**src/inc/svw_pkg.sv**
```systemverilog
/*
  Constants for the supervisor watchdog block: timebase, timeouts and
  the chip-select gate window. Assumes a 250 MHz system clock.
*/
package svw_pkg;
  localparam int unsigned CLK_MHZ = 250;
  // internal timebase: one tick per millisecond at 250 MHz
  localparam int unsigned TICK_NS = 1000000;
  localparam int unsigned CLK_NS = 4;
  localparam int unsigned TICK_CYC = TICK_NS / CLK_NS;
  // timeouts in internal ticks (ms)
  localparam logic [15:0] RST_TIMEOUT_MS = 16'h00C8;   // 200ms
  localparam logic [15:0] WD_SLOW_MS = 16'h0640;       // 1.6s
  localparam logic [15:0] WD_FAST_MS = 16'h0064;       // 100ms
  // external clock timeouts in external clocks
  localparam logic [15:0] EXT_WD_NORMAL = 16'h0400;    // 1024 clks
  localparam logic [15:0] EXT_WD_AFTER = 16'h1000;     // 4096 clks
  localparam logic [15:0] EXT_RST = 16'h0800;          // 2048 clks
  // chip-select grace after a reset assertion
  localparam int unsigned CS_GRACE_NS = 15000;
  localparam int unsigned CS_GRACE_CYC = CS_GRACE_NS / CLK_NS;
  localparam logic [15:0] CS_GRACE = 16'(CS_GRACE_CYC);
  // least kick pulse
  localparam int unsigned KICK_MIN_NS = 100;
  localparam int unsigned KICK_MIN_CYC = (KICK_MIN_NS + CLK_NS - 1) / CLK_NS;
  localparam logic [15:0] ONE16 = 16'h0001;
  localparam logic [15:0] ZERO16 = 16'h0000;

  typedef enum logic [1:0] {
    SVW_ST_RESET = 2'b00,
    SVW_ST_RUN = 2'b01,
    SVW_ST_OFF = 2'b10
  } svw_state_type;
endpackage : svw_pkg

```
**src/rtl/svw_sync.sv**
```systemverilog
/*
  Two-flop synchroniser, one per bit, for pins entering mclk_in.
  Assumes nothing else reads the first stage.
*/
`timescale 1ns/100ps
module svw_sync #(
  parameter int unsigned WIDTH = 4
) (
  input wire logic mclk_in,
  input wire logic resetn_in,
  input wire logic [WIDTH-1:0] async_in,
  output logic [WIDTH-1:0] sync_out
);
  logic [WIDTH-1:0] meta_q;
  logic [WIDTH-1:0] sync_q;

  genvar i;
  generate
    for (i = 0; i < WIDTH; i++) begin : g_bit
      always_ff @(posedge mclk_in) begin
        if (!resetn_in) begin
          meta_q[i] <= 1'b0;
          sync_q[i] <= 1'b0;
        end else begin
          meta_q[i] <= async_in[i];
          sync_q[i] <= meta_q[i];
        end
      end
    end
  endgenerate

  assign sync_out = sync_q;
endmodule : svw_sync

```
**src/rtl/svw_top.sv**
```systemverilog
/*
  Supervisor: reset generation, watchdog, memory chip-select gate.
  Assumes analog comparisons (supply, backup, mid-level kick detect,
  power-fail) arrive as digital pins; all are synchronised here.
*/
// Summary of operation
// - supply low holds both resets; they stay asserted 200ms after recovery.
// - backup switchover never affects reset; backup implies supply low.
// - active-low reset plus open-drain active-high inverse reset.
// - kick level unchanged past watchdog timeout raises fault and reset.
// - any kick edge or 100ns pulse restarts the watchdog timer.
// - floating kick input disables the watchdog.
// - supply low disables watchdog and releases kick bias network.
// - fault flag high, watchdog off, when supply low, backup or floating.
// - timeout gives reset pulse, fault flag low until next kick edge.
// - a kick that never moves gives periodic reset pulses.
// - select and input high: internal, 1.6s watchdog, 200ms reset.
// - select high, input low: 100ms watchdog, 1.6s after reset.
// - external clock: 1024 normal, 4096 after reset, 2048 reset clocks.
// - select path passes while not in reset, disabled in reset.
// - on reset, path closes at select high or 15us, earliest.
// - at power-up the path stays closed until reset ends.
// - closed path releases the outgoing select to its pull-up; open drives it.
// - power-fail flag is independent of everything else.
// - supply-low output follows the supply indication three clocks later (two synchroniser flops, one register).
// - backup mode needs supply low and supply below backup.
// - backup-active output is high while on the backup supply.
`timescale 1ns/100ps
module svw_top
  import svw_pkg::*;
(
  input wire logic mclk_in,
  input wire logic resetn_in,
  input wire logic supply_low_in,
  input wire logic below_backup_in,
  input wire logic wd_kick_in,
  input wire logic wd_kick_float_in,
  input wire logic timebase_select_in,
  input wire logic timebase_in,
  input wire logic powerfail_sense_in,
  input wire logic mem_cs_n_in,
  output logic rst_n_out,
  output logic rst_out,
  output logic rst_oe_out,
  output logic wd_fault_n_out,
  output logic wd_bias_en_out,
  output logic supply_low_n_out,
  output logic backup_active_out,
  output logic powerfail_flag_n_out,
  output logic mem_cs_n_out,
  output logic mem_cs_oe_out,
  output logic mem_cs_pull_out
);
  localparam int unsigned NSYNC = 8;

  logic [NSYNC-1:0] raw_pins;
  logic [NSYNC-1:0] sync_pins;
  logic supply_low_s;
  logic below_backup_s;
  logic kick_s;
  logic kick_float_s;
  logic tb_sel_s;
  logic tb_in_s;
  logic pf_sense_s;
  logic cs_n_s;

  assign raw_pins = {mem_cs_n_in, powerfail_sense_in, timebase_in,
                     timebase_select_in, wd_kick_float_in, wd_kick_in,
                     below_backup_in, supply_low_in};

  svw_sync #(.WIDTH(NSYNC)) u_sync (
    .mclk_in(mclk_in),
    .resetn_in(resetn_in),
    .async_in(raw_pins),
    .sync_out(sync_pins)
  );

  assign supply_low_s = sync_pins[0];
  assign below_backup_s = sync_pins[1];
  assign kick_s = sync_pins[2];
  assign kick_float_s = sync_pins[3];
  assign tb_sel_s = sync_pins[4];
  assign tb_in_s = sync_pins[5];
  assign pf_sense_s = sync_pins[6];
  assign cs_n_s = sync_pins[7];

  // timebase: 1ms tick, or rising edge of the external clock
  logic [17:0] div_q;
  logic [17:0] div_d;
  logic ms_tick;
  logic tb_prev_q;
  logic ext_tick;
  logic ext_mode;
  logic tick;

  assign ms_tick = (div_q == 18'(TICK_CYC - 1));
  assign div_d = ms_tick ? 18'h00000 : div_q + 18'h00001;
  assign ext_mode = !tb_sel_s;
  assign ext_tick = tb_in_s && !tb_prev_q;
  assign tick = ext_mode ? ext_tick : ms_tick;

  // modes and the limits they pick
  logic fast_mode;
  logic after_rst_q;
  logic [15:0] wd_limit;
  logic [15:0] rst_limit;

  assign fast_mode = tb_sel_s && !tb_in_s;
  assign wd_limit = ext_mode ? (after_rst_q ? EXT_WD_AFTER : EXT_WD_NORMAL)
                  : fast_mode ? (after_rst_q ? WD_SLOW_MS : WD_FAST_MS)
                  : WD_SLOW_MS;
  assign rst_limit = ext_mode ? EXT_RST : RST_TIMEOUT_MS;

  // backup mode and the watchdog enable
  logic backup_mode;
  logic wd_enabled;

  assign backup_mode = supply_low_s && below_backup_s;
  assign wd_enabled = !supply_low_s && !backup_mode && !kick_float_s;

  // kick edge detection; both edges count
  logic kick_prev_q;
  logic kick_edge;

  assign kick_edge = kick_s ^ kick_prev_q;

  // reset state machine
  svw_state_type st_q;
  svw_state_type st_d;
  logic [15:0] rst_cnt_q;
  logic [15:0] rst_cnt_d;
  logic [15:0] wd_cnt_q;
  logic [15:0] wd_cnt_d;
  logic wd_expire;
  logic fault_n_q;
  logic fault_n_d;
  logic in_reset;

  assign wd_expire = wd_enabled && (st_q == SVW_ST_RUN) && tick &&
                     !kick_edge && (wd_cnt_q >= wd_limit - ONE16);

  // supply low or backup holds reset; backup not consulted on its own
  always_comb begin
    st_d = st_q;
    rst_cnt_d = rst_cnt_q;
    case (st_q)
      SVW_ST_RESET: begin
        if (supply_low_s) begin
          rst_cnt_d = ZERO16;
        end else if (tick) begin
          if (rst_cnt_q >= rst_limit - ONE16) begin
            st_d = SVW_ST_RUN;
            rst_cnt_d = ZERO16;
          end else begin
            rst_cnt_d = rst_cnt_q + ONE16;
          end
        end
      end
      SVW_ST_RUN: begin
        if (supply_low_s || wd_expire) begin
          st_d = SVW_ST_RESET;
          rst_cnt_d = ZERO16;
        end
      end
      default: begin
        st_d = SVW_ST_RESET;
        rst_cnt_d = ZERO16;
      end
    endcase
  end

  assign in_reset = (st_q != SVW_ST_RUN);

  // watchdog counter restarts on any kick edge and during reset
  always_comb begin
    wd_cnt_d = wd_cnt_q;
    if (in_reset || !wd_enabled || kick_edge) begin
      wd_cnt_d = ZERO16;
    end else if (tick) begin
      wd_cnt_d = wd_cnt_q + ONE16;
    end
  end

  // fault flag: forced high when disabled, low from timeout to edge
  always_comb begin
    fault_n_d = fault_n_q;
    if (!wd_enabled) begin
      fault_n_d = 1'b1;
    end else if (wd_expire) begin
      fault_n_d = 1'b0;
    end else if (kick_edge) begin
      fault_n_d = 1'b1;
    end
  end

  always_ff @(posedge mclk_in) begin
    if (!resetn_in) begin
      st_q <= SVW_ST_RESET;
      rst_cnt_q <= ZERO16;
      wd_cnt_q <= ZERO16;
      fault_n_q <= 1'b1;
      div_q <= 18'h00000;
      tb_prev_q <= 1'b0;
      kick_prev_q <= 1'b0;
    end else begin
      st_q <= st_d;
      rst_cnt_q <= rst_cnt_d;
      wd_cnt_q <= wd_cnt_d;
      fault_n_q <= fault_n_d;
      div_q <= div_d;
      tb_prev_q <= tb_in_s;
      kick_prev_q <= kick_s;
    end
  end

  // after-reset window: set by any reset, cleared by first kick edge
  always_ff @(posedge mclk_in) begin
    if (!resetn_in) begin
      after_rst_q <= 1'b1;
    end else if (in_reset) begin
      after_rst_q <= 1'b1;
    end else if (kick_edge) begin
      after_rst_q <= 1'b0;
    end
  end

  // chip-select gate. a reset seen while select is low keeps the path
  // open for a grace window so a write cycle in flight can finish
  logic cs_open_q;
  logic cs_open_d;
  logic [15:0] grace_q;
  logic [15:0] grace_d;
  logic in_reset_q;
  logic rst_rise;
  logic grace_done;

  assign rst_rise = in_reset && !in_reset_q;
  assign grace_done = (grace_q >= CS_GRACE - ONE16);

  always_comb begin
    cs_open_d = cs_open_q;
    grace_d = grace_q;
    if (!in_reset) begin
      cs_open_d = 1'b1;
      grace_d = ZERO16;
    end else if (rst_rise) begin
      cs_open_d = cs_open_q && !cs_n_s;
      grace_d = ZERO16;
    end else if (cs_open_q) begin
      if (cs_n_s || grace_done) begin
        cs_open_d = 1'b0;
      end else begin
        grace_d = grace_q + ONE16;
      end
    end
  end

  always_ff @(posedge mclk_in) begin
    if (!resetn_in) begin
      cs_open_q <= 1'b0;
      grace_q <= ZERO16;
      in_reset_q <= 1'b1;
    end else begin
      cs_open_q <= cs_open_d;
      grace_q <= grace_d;
      in_reset_q <= in_reset;
    end
  end

  // outputs
  logic rst_n_q;
  logic pf_n_q;
  logic low_n_q;
  logic backup_q;

  always_ff @(posedge mclk_in) begin
    if (!resetn_in) begin
      rst_n_q <= 1'b0;
      pf_n_q <= 1'b0;
      low_n_q <= 1'b0;
      backup_q <= 1'b0;
    end else begin
      rst_n_q <= !in_reset;
      pf_n_q <= pf_sense_s;
      low_n_q <= !supply_low_s;
      backup_q <= backup_mode;
    end
  end

  assign rst_n_out = rst_n_q;
  assign rst_out = 1'b0; // open drain: only ever pulls low
  assign rst_oe_out = rst_n_q;
  assign wd_fault_n_out = fault_n_q;
  assign wd_bias_en_out = !supply_low_s;
  assign supply_low_n_out = low_n_q;
  assign backup_active_out = backup_q;
  assign powerfail_flag_n_out = pf_n_q;
  // passing: the pin follows the registered input; closed: output high, released to the pull-up
  assign mem_cs_n_out = cs_open_q ? cs_n_s : 1'b1;
  assign mem_cs_oe_out = cs_open_q;
  assign mem_cs_pull_out = !cs_open_q;
endmodule : svw_top

```
**config.mk**
```make
export PLATFORM = sky130hd
export DESIGN_NAME = svw_top
export DESIGN_NICKNAME = d
export VERILOG_FILES = /design/src/inc/svw_pkg.sv /design/src/rtl/svw_sync.sv /design/src/rtl/svw_top.sv
export SDC_FILE = /design/constraint.sdc
export NUM_CORES = 1
export LEC_CHECK = 0
export BUFFER_PORTS_ARGS = -buffer_cell sky130_fd_sc_hd__buf_4
export CORE_MARGIN = 2
export CORE_UTILIZATION = 45
export DETAILED_ROUTE_END_ITERATION = 12
export PLACE_DENSITY = 0.72
export SYNTH_ARGS = -nofsm -noshare
export SYNTH_HDL_FRONTEND = slang
export SYNTH_SLANG_ARGS = --single-unit
```
**constraint.sdc**
```tcl
create_clock -name mclk_in -period 3.03 [get_ports mclk_in]
set_input_delay 0.303 -clock mclk_in [delete_from_list [all_inputs] [get_ports mclk_in]]
set_output_delay 0.303 -clock mclk_in [all_outputs]
set_load 0.02 [all_outputs]
```
==> results.yml <==
cells_and_area:
  fin_nets: 575
  final_cell_area_um2: 5030
  final_cells: 678
  area_delta_synth_final_pct: 11.3
  insertedDiodeCount: 0
  post-route-util_pct: 51.5
  drive_above_1_share_pct: 9.72
detailed_routing:
  via_per_inst: 5.50
  remaining_drc_errors: 0
  ant_nets: 0
  wire_per_inst_um: 13.7
  first_pass_iters: 4
  routed_wl_um: 9280
  drt-initial-drc-count: 123
  vias: 3732
power_and_ir_drop:
  irDropWorstVdd_v: 0.000228
  finalPower_mw: 2.30
  leakage_nw: 1.92
  p_per_area_nw_per_um2: 456
placement:
  port-buffer-count: 19
  gp_congestion: 0.871
  dp_cells: 662
  dp_hpwl_um: 6450
  dpl_cell_area_um2: 4800
  place_ws_ns: 0.246
global_routing:
  grt_pass1_vias: 3505
  grt_pass1_wl_um: 16100
  use_met2_pct: 28.6
  use_met1_pct: 23.2
  grt_overflow_total: 0
  grt_max_degree: 25
  grtUsageTotal_pct: 17.8
  met3_usage_pct: 3.82
  antenna_found_initial: 0
  busiest_layer: "met2"
sta:
  worst_slew_pin_slew_ns: 0.653
  fin_skew_ns: 0.0117
  min_period_ns: 2.82
  relSlewSlack_pct: 56.4
  fmax_ghz: 0.355
  final_max_slew_viol_count: 0
  rsz0062_at_grt: "no"
  holdWs_ns: 0.124
  finalSetupTns_ns: 0
  fin_crit_sh_pct: 93.0
  hold_viol: 0
  finalSetupViolCount: 0
  fin_ws_ns: 0.212
setup_path:
  critPathMaxFanout: 12
  crit_chain: "nor3b_1, ha_1, a21oi_1, a21oi_1, o311ai_1, a31o_4, o21ai_2, buf_4, a31oi_1"
  crit_path_end_kind: "flip-flop"
  start_kind: "flip-flop"
  arrival_ns: 3.12
  path_class: "reg2reg"
  cp_slowest_stage_delay_ns: 0.52
  slowest_stage: "o311ai_1"
  cpMostUsedCell: "a21oi_1"
  critical_path_required_ns: 3.33
cts:
  clock-sinks: 93
  cts_made_buffers: 9
  cts-resized-gates: 0
  cts_setup_buffers: 0
  root_buffer: "clkbuf_8"
  clk_pin_slew_worst_paths_ns: 0.10
  ctsHoldBuffers: 0
  cts-htree-levels: 3
  clockBufferDepth: 2
  tritoncts: "done"
  clk_latency_ns: 0.38
synth:
  syn-cell-area_um2: 4520
  synth-edff-count: 0
  async_flop_share_pct: 0
  synth.distinct_cells: 58
  synthTopCellsByArea: "dfxtp_1, ha_1, nor2_1"
  syn-instance-count: 519
  ys_seq_area_share_pct: 41.2
  synth_top_cell_by_area: "dfxtp_1"
  synthTopCellsByCount: "dfxtp_1, nor2_1, nand2_1, nand3_1, a21oi_1"
  avgSynthCellArea_um2: 8.72
  synth_top_area_share_pct: 41.2
  ys_ff_latch: 93
  synth.most_common_cell: "dfxtp_1"
  yosys_warnings: 0
  synthFlopType: "dfxtp_1"
worst_hold_path:
  hold_class: "in2reg"
run:
  drv_cap: 0
floorplanning:
  coreArea_um2: 9770
  die_w_um: 104
  dieHeight_um: 104
  rows: 36
  die-area_um2: 10900
  initial_utilization_pct: 46.3
  ios: 21
run_status:
  outcome: "complete, no violations"
==> path summary, 6_finish.rpt <==
check / end / slack [ns] / from / cells past startpoint
setup / recovery: rst_cnt_q[6] / 0.21 / after_rst_q / 9
hold / removal: u_sync.meta_q[2] / 0.12 / wd_kick_in / 2
setup reg to reg: rst_cnt_q[6] / 0.21 / after_rst_q / 9
hold reg to reg: u_sync.sync_out[2] / 0.44 / u_sync.meta_q[2] / 1
==> worst max-delay path, delay by kind of cell (launching register included) <==
kind	cells	cell delay, ns
and+or+nand+nor	1	0.47
DFF	1	0.37
AOI/OAI and AO/OA	6	1.36
adders and majority gates	1	0.35
buffers and inverters	1	0.19
==> cell type report <==
type                       instances  area [µm²]
timing repair buffer              24         180
clock inverter                     7         104
tap                              133         166
clock buffer                       9         124
sequential                        93        1860
fill                             932        4740
multi-input combinational        395        2530
inverter                          17        63.8
==> state kept, by name, summed over array words and instances, names as in the netlist <==
register / cells
after_rst_q: 1
backup_active_out: 1
div_q: 18
grace_q: 16
in_reset_q: 1
kick_prev_q: 1
mem_cs_oe_out: 1
powerfail_flag_n_out: 1
rst_cnt_q: 16
rst_n_out: 1
st_q: 1
supply_low_n_out: 1
tb_prev_q: 1
u_sync.meta_q: 8
u_sync.sync_out: 8
wd_cnt_q: 16
wd_fault_n_out: 1
==> layout by cell type (no fill, tap or decap), types with 2 or more instances in the layout <==
master / count
dfxtp_1: 93
clkbuf_8: 9
bufinv_16: 2
xor2_1: 11
a211o_1: 2
nor4b_2: 2
a21oi_1: 27
or3_1: 15
nor2b_1: 4
o21ai_0: 26
a21o_1: 5
nor3b_1: 4
buf_4: 24
a31oi_1: 9
conb_1: 5
nor2_1: 51
nand3_1: 33
mux2i_1: 14
and2_1: 25
and4_1: 2
nand2b_1: 3
and3_1: 13
inv_1: 16
nand2_1: 39
ha_1: 25
xnor2_1: 18
nand4_1: 14
nor3_1: 13
nor4_1: 7
inv_6: 4
==> report_power, final <==
group | switching (mW) | internal, mW | leakage, nW
clock | 0.478 | 0.478 | 0.115
combinational | 0.0555 | 0.0370 | 1.05
sequential | 0.0101 | 1.24 | 0.754
total | 0.544 | 1.75 | 1.92
==> metal layers <==
metal	routed length (µm)	vias up
li1	-	1874
met1	4450	1768
met2	4290	72
met3	330	18
met4	212	0
met5	0	-
==> cells by family after synthesis <==
logic type      Yosys count  share of synthesized area [%]
fa+ha+maj                25                           6.92
other cells               2                          0.166
mux                      14                           3.10
flops                    93                           41.2
buf+inv                  34                           3.26
compound gates           86                           12.1
simple gates            236                           27.7
xor+xnor                 29                           5.62
(Power assumes the default switching activity.)
